File: config.mk
export PLATFORM = sky130hd
export DESIGN_NAME = ssw_supervisor
export DESIGN_NICKNAME = d
export VERILOG_FILES = /design/src/ssw_pkg.sv /design/src/ssw_if.sv /design/src/ssw_in_sync.sv /design/src/ssw_supervisor.sv
export SDC_FILE = /design/constraint.sdc
export NUM_CORES = 1
export LEC_CHECK = 0
export BUFFER_PORTS_ARGS = -buffer_cell sky130_fd_sc_hd__buf_2
export CORE_UTILIZATION = 60
export CTS_CLUSTER_DIAMETER = 60
export DETAILED_ROUTE_END_ITERATION = 10
export MAX_ROUTING_LAYER = met4
export PLACE_DENSITY_LB_ADDON = 0.1
export SYNTH_ARGS = -nofsm -noshare
export SYNTH_HDL_FRONTEND = slang
export SYNTH_SLANG_ARGS = --single-unit
File: constraint.sdc
create_clock -name clk_sys -period 4.42 [get_ports clk_sys]
set_clock_uncertainty 0.15 [all_clocks]
set_input_delay 0.884 -clock clk_sys [delete_from_list [all_inputs] [get_ports clk_sys]]
set_output_delay 0.884 -clock clk_sys [all_outputs]
set_load 0.01 [all_outputs]
File: src/ssw_pkg.sv
// Purpose: shared constants and types of the supply supervisor and watchdog
// Assumes: 250 MHz system clock; supply, switch and kick inputs are asynchronous pins
// Notes:   times are held in their own unit, cycle counts derived from the clock rate
//
// How it works
// - a low manual reset input starts a reset sequence
// - manual reset bounces only restart the hold timer, giving one reset
// - power fail flag is low while the sense input reports under reference
// - kick input steady past the timeout drives watchdog expired low
// - each rising or falling kick edge restarts the watchdog counter
// - watchdog counter held cleared while reset output is asserted
// - floating kick input disables the watchdog entirely
// - supply low or manual reset drives reset low for at least 200 ms
// - reset stays asserted the whole time supply is below threshold
// - reset held 200 ms more after supply recovers or manual reset releases
// - watchdog timeout alone never asserts the reset output
// - watchdog expired stays low until the counter is next cleared
// - supply low forces watchdog expired low regardless of the timer
// - watchdog expired returns high once supply low clears
// - active high reset output is always the complement of active low
// - watchdog timeout is 1.60 s; processor must kick at least that often

`default_nettype none

package ssw_pkg;
    localparam int unsigned CLK_KHZ        = 250_000;
    localparam int unsigned RESET_PULSE_MS = 200;
    localparam int unsigned RESET_CYCLES   = RESET_PULSE_MS * CLK_KHZ;
    // 1.60 s kept in ms so the cycle product stays integral
    localparam int unsigned WD_TIMEOUT_MS  = 1600;
    localparam int unsigned WD_CYCLES      = WD_TIMEOUT_MS * CLK_KHZ;
    localparam int          CNT_W          = 29;

    // synchroniser lanes
    localparam int          NUM_IN         = 5;
    localparam int          IDX_SUPPLY     = 0;
    localparam int          IDX_MR_N       = 1;
    localparam int          IDX_PF         = 2;
    localparam int          IDX_KICK       = 3;
    localparam int          IDX_FLOAT      = 4;
    // supply assumed low and kick floating until the pins are seen
    localparam logic [4:0]  IN_INIT        = 5'h13;

    typedef enum logic [1:0]
    {
        ST_HOLD    = 2'b00,
        ST_STRETCH = 2'b01,
        ST_RUN     = 2'b10
    } ssw_state_e;
endpackage

`default_nettype wire

File: src/ssw_if.sv
// Purpose: synchronised input bundle between the input stage and the supervisor
// Assumes: all members are already in the clk_sys domain
// Notes:   manualLow is active high, already inverted from the pin
`timescale 1ns/1ps
`default_nettype none

interface ssw_if;
    logic supplyLow;
    logic manualLow;
    logic pfSense;
    logic kick;
    logic kickFloat;

    modport src (output supplyLow, output manualLow, output pfSense, output kick, output kickFloat);
    modport dst (input supplyLow, input manualLow, input pfSense, input kick, input kickFloat);
endinterface

`default_nettype wire

File: src/ssw_in_sync.sv
// Purpose: three-stage synchroniser with agreement filter for every input pin
// Assumes: pins are asynchronous to clk_sys
// Notes:   a lane changes only when stages two and three agree
`timescale 1ns/1ps
`default_nettype none

module ssw_in_sync
#(
    parameter int                    W    = ssw_pkg::NUM_IN,
    parameter logic [ssw_pkg::NUM_IN-1:0] INIT = ssw_pkg::IN_INIT
)
(
    // clock and reset
    input  wire logic         clk_sys,
    input  wire logic         rstSyncN,
    // raw pins
    input  wire logic [W-1:0] pinIn,
    // synchronised bundle
    ssw_if.src                sig
);
    import ssw_pkg::*;

    logic [W-1:0] s1_q;
    logic [W-1:0] s2_q;
    logic [W-1:0] s3_q;
    logic [W-1:0] stable_q;

    genvar i;
    generate
        for (i = 0; i < W; i++)
        begin : g_lane
            always_ff @(posedge clk_sys or negedge rstSyncN)
            begin
                if (!rstSyncN)
                begin
                    s1_q[i]     <= INIT[i];
                    s2_q[i]     <= INIT[i];
                    s3_q[i]     <= INIT[i];
                    stable_q[i] <= INIT[i];
                end
                else
                begin
                    s1_q[i] <= pinIn[i];
                    s2_q[i] <= s1_q[i];
                    s3_q[i] <= s2_q[i];
                    // s1 feeds only s2; the filter looks at stages two and three
                    if (s2_q[i] == s3_q[i])
                        stable_q[i] <= s3_q[i];
                end
            end
        end
    endgenerate

    assign sig.supplyLow = stable_q[IDX_SUPPLY];
    assign sig.manualLow = ~stable_q[IDX_MR_N];
    assign sig.pfSense   = stable_q[IDX_PF];
    assign sig.kick      = stable_q[IDX_KICK];
    assign sig.kickFloat = stable_q[IDX_FLOAT];
endmodule

`default_nettype wire

File: src/ssw_supervisor.sv
// Purpose: power-on/manual reset stretcher, watchdog and power fail flag
// Assumes: supply comparison and float detection arrive as logic levels
// Notes:   counts are parameters so simulation can shorten them
`timescale 1ns/1ps
`default_nettype none

module ssw_supervisor
#(
    parameter int unsigned RST_CYCLES = ssw_pkg::RESET_CYCLES,
    parameter int unsigned WDT_CYCLES = ssw_pkg::WD_CYCLES
)
(
    // clock and reset
    input  wire logic clk_sys,
    input  wire logic rst_n,
    // supply and manual reset pins
    input  wire logic supply_low,
    input  wire logic manual_reset_in_n,
    // power fail comparator result, high when above reference
    input  wire logic power_fail_sense,
    // watchdog kick and its floating qualifier
    input  wire logic watchdog_kick,
    input  wire logic watchdog_float,
    // outputs to the processor
    output var  logic reset_out_n,
    output var  logic reset_out,
    output var  logic watchdog_expired_n,
    output var  logic power_fail_flag_n
);
    import ssw_pkg::*;

    logic             rstMeta_q;
    logic             rstSyncN;
    logic [NUM_IN-1:0] pinVec;
    ssw_state_e       state_q;
    ssw_state_e       state_d;
    logic [CNT_W-1:0] rstCnt_q;
    logic [CNT_W-1:0] wdCnt_q;
    logic             rstActive_q;
    logic             rstActive_d;
    logic             kickPrev_q;
    logic             kickEdge;
    logic             wdClear;
    logic             wdExpired_q;
    logic             resetTrig;

    ssw_if inSig();

    // release of reset is synchronised; assertion stays asynchronous
    always_ff @(posedge clk_sys or negedge rst_n)
    begin
        if (!rst_n)
        begin
            rstMeta_q <= 1'b0;
            rstSyncN  <= 1'b0;
        end
        else
        begin
            rstMeta_q <= 1'b1;
            rstSyncN  <= rstMeta_q;
        end
    end

    always_comb
    begin
        pinVec             = '0;
        pinVec[IDX_SUPPLY] = supply_low;
        pinVec[IDX_MR_N]   = manual_reset_in_n;
        pinVec[IDX_PF]     = power_fail_sense;
        pinVec[IDX_KICK]   = watchdog_kick;
        pinVec[IDX_FLOAT]  = watchdog_float;
    end

    ssw_in_sync #(.W(NUM_IN), .INIT(IN_INIT)) u_sync
    (
        .clk_sys  (clk_sys),
        .rstSyncN (rstSyncN),
        .pinIn    (pinVec),
        .sig      (inSig.src)
    );

    // reset sequencer
    assign resetTrig = inSig.supplyLow | inSig.manualLow;

    always_comb
    begin
        state_d = state_q;
        case (state_q)
            ST_HOLD:
                if (!resetTrig)
                    state_d = ST_STRETCH;
            ST_STRETCH:
                if (resetTrig)
                    state_d = ST_HOLD;
                else if (rstCnt_q == CNT_W'(RST_CYCLES - 1))
                    state_d = ST_RUN;
            ST_RUN:
                if (resetTrig)
                    state_d = ST_HOLD;
            default:
                state_d = ST_HOLD;
        endcase
    end

    // the watchdog output is not a trigger here: it only resets when wired back to the manual pin
    assign rstActive_d = (state_d != ST_RUN);

    always_ff @(posedge clk_sys or negedge rstSyncN)
    begin
        if (!rstSyncN)
            state_q <= ST_HOLD;
        else
            state_q <= state_d;
    end

    // bounces re-enter HOLD and restart the stretch, so a switch yields one reset
    always_ff @(posedge clk_sys or negedge rstSyncN)
    begin
        if (!rstSyncN)
            rstCnt_q <= '0;
        else if (state_q != ST_STRETCH || resetTrig)
            rstCnt_q <= '0;
        else
            rstCnt_q <= rstCnt_q + 1'b1;
    end

    always_ff @(posedge clk_sys or negedge rstSyncN)
    begin
        if (!rstSyncN)
        begin
            rstActive_q <= 1'b1;
            reset_out_n <= 1'b0;
            reset_out   <= 1'b1;
        end
        else
        begin
            rstActive_q <= rstActive_d;
            reset_out_n <= ~rstActive_d;
            reset_out   <= rstActive_d;
        end
    end

    // watchdog
    assign kickEdge = (inSig.kick != kickPrev_q) && !inSig.kickFloat;
    assign wdClear  = kickEdge | rstActive_q | inSig.kickFloat;

    always_ff @(posedge clk_sys or negedge rstSyncN)
    begin
        if (!rstSyncN)
            kickPrev_q <= 1'b0;
        else
            kickPrev_q <= inSig.kick;
    end

    always_ff @(posedge clk_sys or negedge rstSyncN)
    begin
        if (!rstSyncN)
            wdCnt_q <= '0;
        else if (wdClear)
            wdCnt_q <= '0;
        else if (!wdExpired_q)
            wdCnt_q <= wdCnt_q + 1'b1;
    end

    always_ff @(posedge clk_sys or negedge rstSyncN)
    begin
        if (!rstSyncN)
            wdExpired_q <= 1'b0;
        else if (wdClear)
            wdExpired_q <= 1'b0;
        else if (wdCnt_q == CNT_W'(WDT_CYCLES - 1))
            wdExpired_q <= 1'b1;
    end

    // low line forces the output low over the timer; once supply recovers the output follows the timer
    always_ff @(posedge clk_sys or negedge rstSyncN)
    begin
        if (!rstSyncN)
            watchdog_expired_n <= 1'b0;
        else
            watchdog_expired_n <= ~(wdExpired_q | inSig.supplyLow);
    end

    always_ff @(posedge clk_sys or negedge rstSyncN)
    begin
        if (!rstSyncN)
            power_fail_flag_n <= 1'b0;
        else
            power_fail_flag_n <= inSig.pfSense;
    end
endmodule

`default_nettype wire

==> impl_results.html <==
<table>
<tr><th>Metric</th><th>Value</th></tr>
<tr><th colspan="2">Layout</th></tr>
<tr><td>Register area</td><td>2220 sq um</td></tr>
<tr><td>Syn-to-layout area delta</td><td>7.50%</td></tr>
<tr><td>Layout fillers</td><td>485</td></tr>
<tr><td>Final net count</td><td>401</td></tr>
<tr><td>Final cell count without fillers</td><td>474</td></tr>
<tr><td>Antenna cells</td><td>0</td></tr>
<tr><td>Fraction of final layout cells with drive strength greater than 1</td><td>11.8%</td></tr>
<tr><td>Footprint of the multi-input gates</td><td>1730 sq um</td></tr>
<tr><td>Final Instance Area</td><td>4340 sq um</td></tr>
<tr><th colspan="2">STA</th></tr>
<tr><td>Number of setup violations in the final report</td><td>0</td></tr>
<tr><td>Setup repair after global routing missed its margin</td><td>no</td></tr>
<tr><td>Slew at the pin with the worst max-slew slack</td><td>1.05 ns</td></tr>
<tr><td>Period minus WS final</td><td>2.34 ns</td></tr>
<tr><td>Final TNS setup</td><td>0 ns</td></tr>
<tr><td>Final hold vios</td><td>0</td></tr>
<tr><td>Final period util</td><td>52.9%</td></tr>
<tr><td>Achievable frequency</td><td>427 MHz</td></tr>
<tr><td>Max-slew violation total from the final report</td><td>0</td></tr>
<tr><td>Worst-case headroom to the max-slew limit</td><td>30.3%</td></tr>
<tr><th colspan="2">Clock tree</th></tr>
<tr><td>Clock root cell</td><td>sky130_fd_sc_hd__clkbuf_8</td></tr>
<tr><td>Hold buffer count at cts</td><td>0</td></tr>
<tr><td>Maximum count of clock buffers along a single path</td><td>2</td></tr>
<tr><td>CTS buffer count</td><td>9</td></tr>
<tr><td>Clock tree from TritonCTS</td><td>yes</td></tr>
<tr><td>CTS clk-pin slew, worst paths</td><td>0.09 ns</td></tr>
<tr><td># clock sinks</td><td>88</td></tr>
<tr><td>Buffers inserted during post-CTS setup optimization</td><td>0</td></tr>
<tr><td>H-tree depth</td><td>3</td></tr>
<tr><td>Clock insertion delay at the later pin of the skew report</td><td>0.36 ns</td></tr>
<tr><td>Resized Gates After CTS</td><td>0</td></tr>
<tr><th colspan="2">Yosys</th></tr>
<tr><td>Count of state elements after synthesis</td><td>88</td></tr>
<tr><td>Mapped Cells</td><td>384</td></tr>
<tr><td>Number of flops mapped to enable cells by yosys</td><td>0</td></tr>
<tr><td>Top FF cell, synth</td><td>sky130_fd_sc_hd__dfrtp_1</td></tr>
<tr><td>Synthesized area per cell</td><td>10.5 sq um</td></tr>
<tr><td>Most used standard cell by instance count after synthesis</td><td>sky130_fd_sc_hd__dfrtp_1</td></tr>
<tr><td>Most numerous cell types in the synthesized netlist</td><td>sky130_fd_sc_hd__dfrtp_1 (75), sky130_fd_sc_hd__nor2_1 (34), sky130_fd_sc_hd__a21oi_1 (30)</td></tr>
<tr><td>Arithmetic-cell share of the synthesized area counting full adders, half adders and majority gates</td><td>1.86%</td></tr>
<tr><td>Share of synthesized cell area in and, or, nand and nor gates</td><td>25.7%</td></tr>
<tr><td>Fraction of synthesized cell area taken by the top area cell type</td><td>46.5%</td></tr>
<tr><td>Register area share after synthesis</td><td>55.0%</td></tr>
<tr><td>Share of synthesized area spent on multiplexers</td><td>0.248%</td></tr>
<tr><td>Xor-xnor portion of the synthesized cell area</td><td>5.64%</td></tr>
<tr><td>Largest area contributor in the synthesized netlist</td><td>sky130_fd_sc_hd__dfrtp_1</td></tr>
<tr><td>Cell area after synthesis</td><td>4040 sq um</td></tr>
<tr><td>Synthesized netlist net count</td><td>393</td></tr>
<tr><td>Synthesized-area fraction occupied by ao, oa, aoi and oai cells</td><td>9.43%</td></tr>
<tr><td>Leading cell types by total area after synthesis</td><td>sky130_fd_sc_hd__dfrtp_1 (47%), sky130_fd_sc_hd__dfstp_2 (8.5%), sky130_fd_sc_hd__or4_1 (4.5%), sky130_fd_sc_hd__a21oi_1 (3.7%), sky130_fd_sc_hd__o31ai_1 (3.5%)</td></tr>
<tr><td>Number of different library cells in the post-synthesis netlist</td><td>43</td></tr>
<tr><td>Yosys warning count</td><td>0</td></tr>
<tr><td>Largest family of logic cells by synthesized area</td><td>simple AND/OR/NAND/NOR gates</td></tr>
<tr><td>Post-synthesis async set-or-reset flop share</td><td>100%</td></tr>
<tr><th colspan="2">Worst setup path</th></tr>
<tr><td>Number of cells traversed by the worst register-to-register path</td><td>5</td></tr>
<tr><td>Maximum cell stage delay along the critical path</td><td>0.62 ns</td></tr>
<tr><td>Family with the most delay on the worst path</td><td>simple AND/OR/NAND/NOR gates</td></tr>
<tr><td>Capturing point of the worst reg2reg path</td><td>rstCnt_q[28]</td></tr>
<tr><td>Largest fanout on the critical path</td><td>4</td></tr>
<tr><td>Required time at the worst-slack endpoint</td><td>4.54 ns</td></tr>
<tr><td>Setup crit start kind</td><td>flop</td></tr>
<tr><td>Standard cell with the maximum stage delay on the critical path</td><td>sky130_fd_sc_hd__or4_1</td></tr>
<tr><td>Reg-to-Reg Start</td><td>rstCnt_q[0]</td></tr>
<tr><td>Crit-path most repeated cell</td><td>sky130_fd_sc_hd__or4_1</td></tr>
<tr><td>Reg-to-reg slack, setup</td><td>2.08 ns</td></tr>
<tr><td>Worst Path Arrival</td><td>2.46 ns</td></tr>
<tr><td>Worst path bufs/invs</td><td>0</td></tr>
<tr><td>Worst-path cell chain</td><td>ha_1 &gt; nand4_1 &gt; or4_1 &gt; or4_1 &gt; a21oi_1</td></tr>
<tr><td>Worst setup EP type</td><td>flop</td></tr>
<tr><td>Path type of the worst setup path</td><td>flop to flop</td></tr>
<tr><th colspan="2">Placement</th></tr>
<tr><td>Number of port buffers</td><td>10</td></tr>
<tr><td>Area post-placement</td><td>4140 sq um</td></tr>
<tr><td>RD Place Congestion</td><td>0.869</td></tr>
<tr><td>Final HPWL DP</td><td>4.85 mm</td></tr>
<tr><td>Cell total after placement</td><td>458</td></tr>
<tr><th colspan="2">Floorplanning</th></tr>
<tr><td>Effective utilization at floorplan</td><td>62.8%</td></tr>
<tr><td>Die area</td><td>7060 sq um</td></tr>
<tr><td>Row Count</td><td>29</td></tr>
<tr><td>Width of the chip</td><td>84.0 microns</td></tr>
<tr><td>Boundary Pins</td><td>11</td></tr>
<tr><td>Vertical extent of the die</td><td>84.0 microns</td></tr>
<tr><td>Core Region</td><td>6420 sq um</td></tr>
<tr><th colspan="2">Global routing</th></tr>
<tr><td>Residual overflow from global routing</td><td>0</td></tr>
<tr><td>Via count of the first global-routing pass</td><td>2703</td></tr>
<tr><td>GRT Resource Usage Total</td><td>23.1%</td></tr>
<tr><td>Global-route wire length before repair</td><td>12.5 mm</td></tr>
<tr><td>Initial antenna violation count</td><td>0</td></tr>
<tr><td>Pin count of the biggest net entering global routing</td><td>87</td></tr>
<tr><th colspan="2">Pwr</th></tr>
<tr><td>Cell Pwr Density</td><td>330 nW/um^2</td></tr>
<tr><td>IR drop worst, VDD</td><td>317 uV</td></tr>
<tr><td>Leakage power summed over all cells</td><td>0.00163 uW</td></tr>
<tr><th colspan="2">Route</th></tr>
<tr><td>Via count of the routed design</td><td>2937</td></tr>
<tr><td>Antenna Nets Post-Route</td><td>0</td></tr>
<tr><td>Via density</td><td>6.20</td></tr>
<tr><td>Detailed Route WL</td><td>7.28 mm</td></tr>
<tr><td>Routed wire length per instance</td><td>15.4 microns</td></tr>
<tr><td>Violation count after the first detailed-route iteration</td><td>151</td></tr>
<tr><td>Initial DRT Pass Iterations</td><td>5</td></tr>
<tr><td>Post-detailed-route DRC marker count</td><td>0</td></tr>
<tr><th colspan="2">Flow run</th></tr>
<tr><td>Max-Cap Viols</td><td>0</td></tr>
<tr><th colspan="2">Run status</th></tr>
<tr><td>Run status</td><td>completed</td></tr>
<tr><th colspan="2">Worst hold path</th></tr>
<tr><td>Worst min path class</td><td>input pin to async pin</td></tr>
</table>
==> stage by stage <==
| stage | utilization, % | total power [uW] | hold WS [ns] | worst slack (ns) |
|---|---|---|---|---|
| 3_3_place_gp | 64.4 | 887 | 0.182 | 2.21 |
| 6_report | 67.5 | 1430 | 0.134 | 2.08 |
| 3_5_place_dp | 64.4 | 888 | 0.185 | 2.12 |
| 5_1_grt | 67.5 | 1480 | 0.122 | 1.97 |
| 2_1_floorplan | - | 874 | 0.181 | 1.66 |
| 4_1_cts | 67.5 | 1440 | 0.125 | 2.09 |
==> worst register-to-register path, delay by kind of cell, from the launching register on <==
kind / cells / cell delay [ns]
AOI/OAI and AO/OA: 1 / 0.16
adders and majority gates: 1 / 0.23
and+or+nand+nor: 3 / 1.31
DFF: 1 / 0.40
==> registers in the layout, summed over array words and instances, names as in the netlist <==
signal,cells
reset_out_n,1
u_sync.s3_q,5
u_sync.sig.kick,1
watchdog_expired_n,1
state_q,2
power_fail_flag_n,1
kickPrev_q,1
wdExpired_q,1
wdCnt_q,29
u_sync.stable_q,1
u_sync.sig.supplyLow,1
rstCnt_q,29
u_sync.sig.pfSense,1
rstMeta_q,1
rstSyncN,1
u_sync.sig.kickFloat,1
u_sync.s2_q,5
rstActive_q,1
u_sync.s1_q,5
==> cells by family (layout without fill, tap and decap cells) <==
family,count (synthesis),after routing
buf+inv,22,35
mux,1,1
xor+xnor,26,26
flops,88,88
other cells,1,1
fa+ha+maj,7,7
simple gates,176,176
compound gates,63,63
==> cell type report <==
| type | instances | share of cell area (%) |
|---|---|---|
| flip-flops and latches | 88 | 51.2 |
| inverters | 9 | 0.779 |
| multi-input cells | 274 | 39.9 |
| clock buffers | 9 | 2.86 |
| repair buffers | 10 | 1.15 |
| clock inverters | 7 | 1.82 |
| well taps | 77 | 2.22 |
==> report_power, final <==
group	internal (uW)	switching, uW	total (uW)	leakage [uW]
logic	9.72	11.9	21.6	0.000377
registers	827	23.2	850	0.00115
clock network	229	331	560	0.000105
==> layout by cell type (no fill, tap or decap), types with 10 or more instances in the layout <==
| cell type | instances |
|---|---|
| sky130_fd_sc_hd__dfrtp_1 | 74 |
| sky130_fd_sc_hd__or3_1 | 10 |
| sky130_fd_sc_hd__nor2_1 | 34 |
| sky130_fd_sc_hd__dfstp_2 | 13 |
| sky130_fd_sc_hd__xor2_1 | 13 |
| sky130_fd_sc_hd__xnor2_1 | 13 |
| sky130_fd_sc_hd__o31ai_1 | 19 |
| sky130_fd_sc_hd__a21oi_1 | 30 |
| sky130_fd_sc_hd__nand3_1 | 17 |
| sky130_fd_sc_hd__buf_2 | 10 |
| sky130_fd_sc_hd__nand2_1 | 24 |
| sky130_fd_sc_hd__nand4_1 | 16 |
| sky130_fd_sc_hd__or4_1 | 24 |
==> worst max-delay path by stage <==
stage	from	to	slack (ns)	cells after the start
global route	rstCnt_q[0]	rstCnt_q[28]	1.97	5
CTS	rstCnt_q[0]	rstCnt_q[28]	2.09	5
detailed placement	rstCnt_q[0]	rstCnt_q[28]	2.12	5
floorplan	rstSyncN	kickPrev_q	1.66	0
finish	rstCnt_q[0]	rstCnt_q[28]	2.08	5
global placement	rstCnt_q[13]	rstCnt_q[25]	2.21	4
==> layer usage <==
layer	track usage, %	vias to the layer above	wire length, microns
li1	-	1441	-
met1	30.0	1443	3470
met2	36.1	46	3520
met3	4.35	7	203
met4	9.25	0	93
met5	-	-	0
No activity file was read; power rests on OpenSTA's default activity.
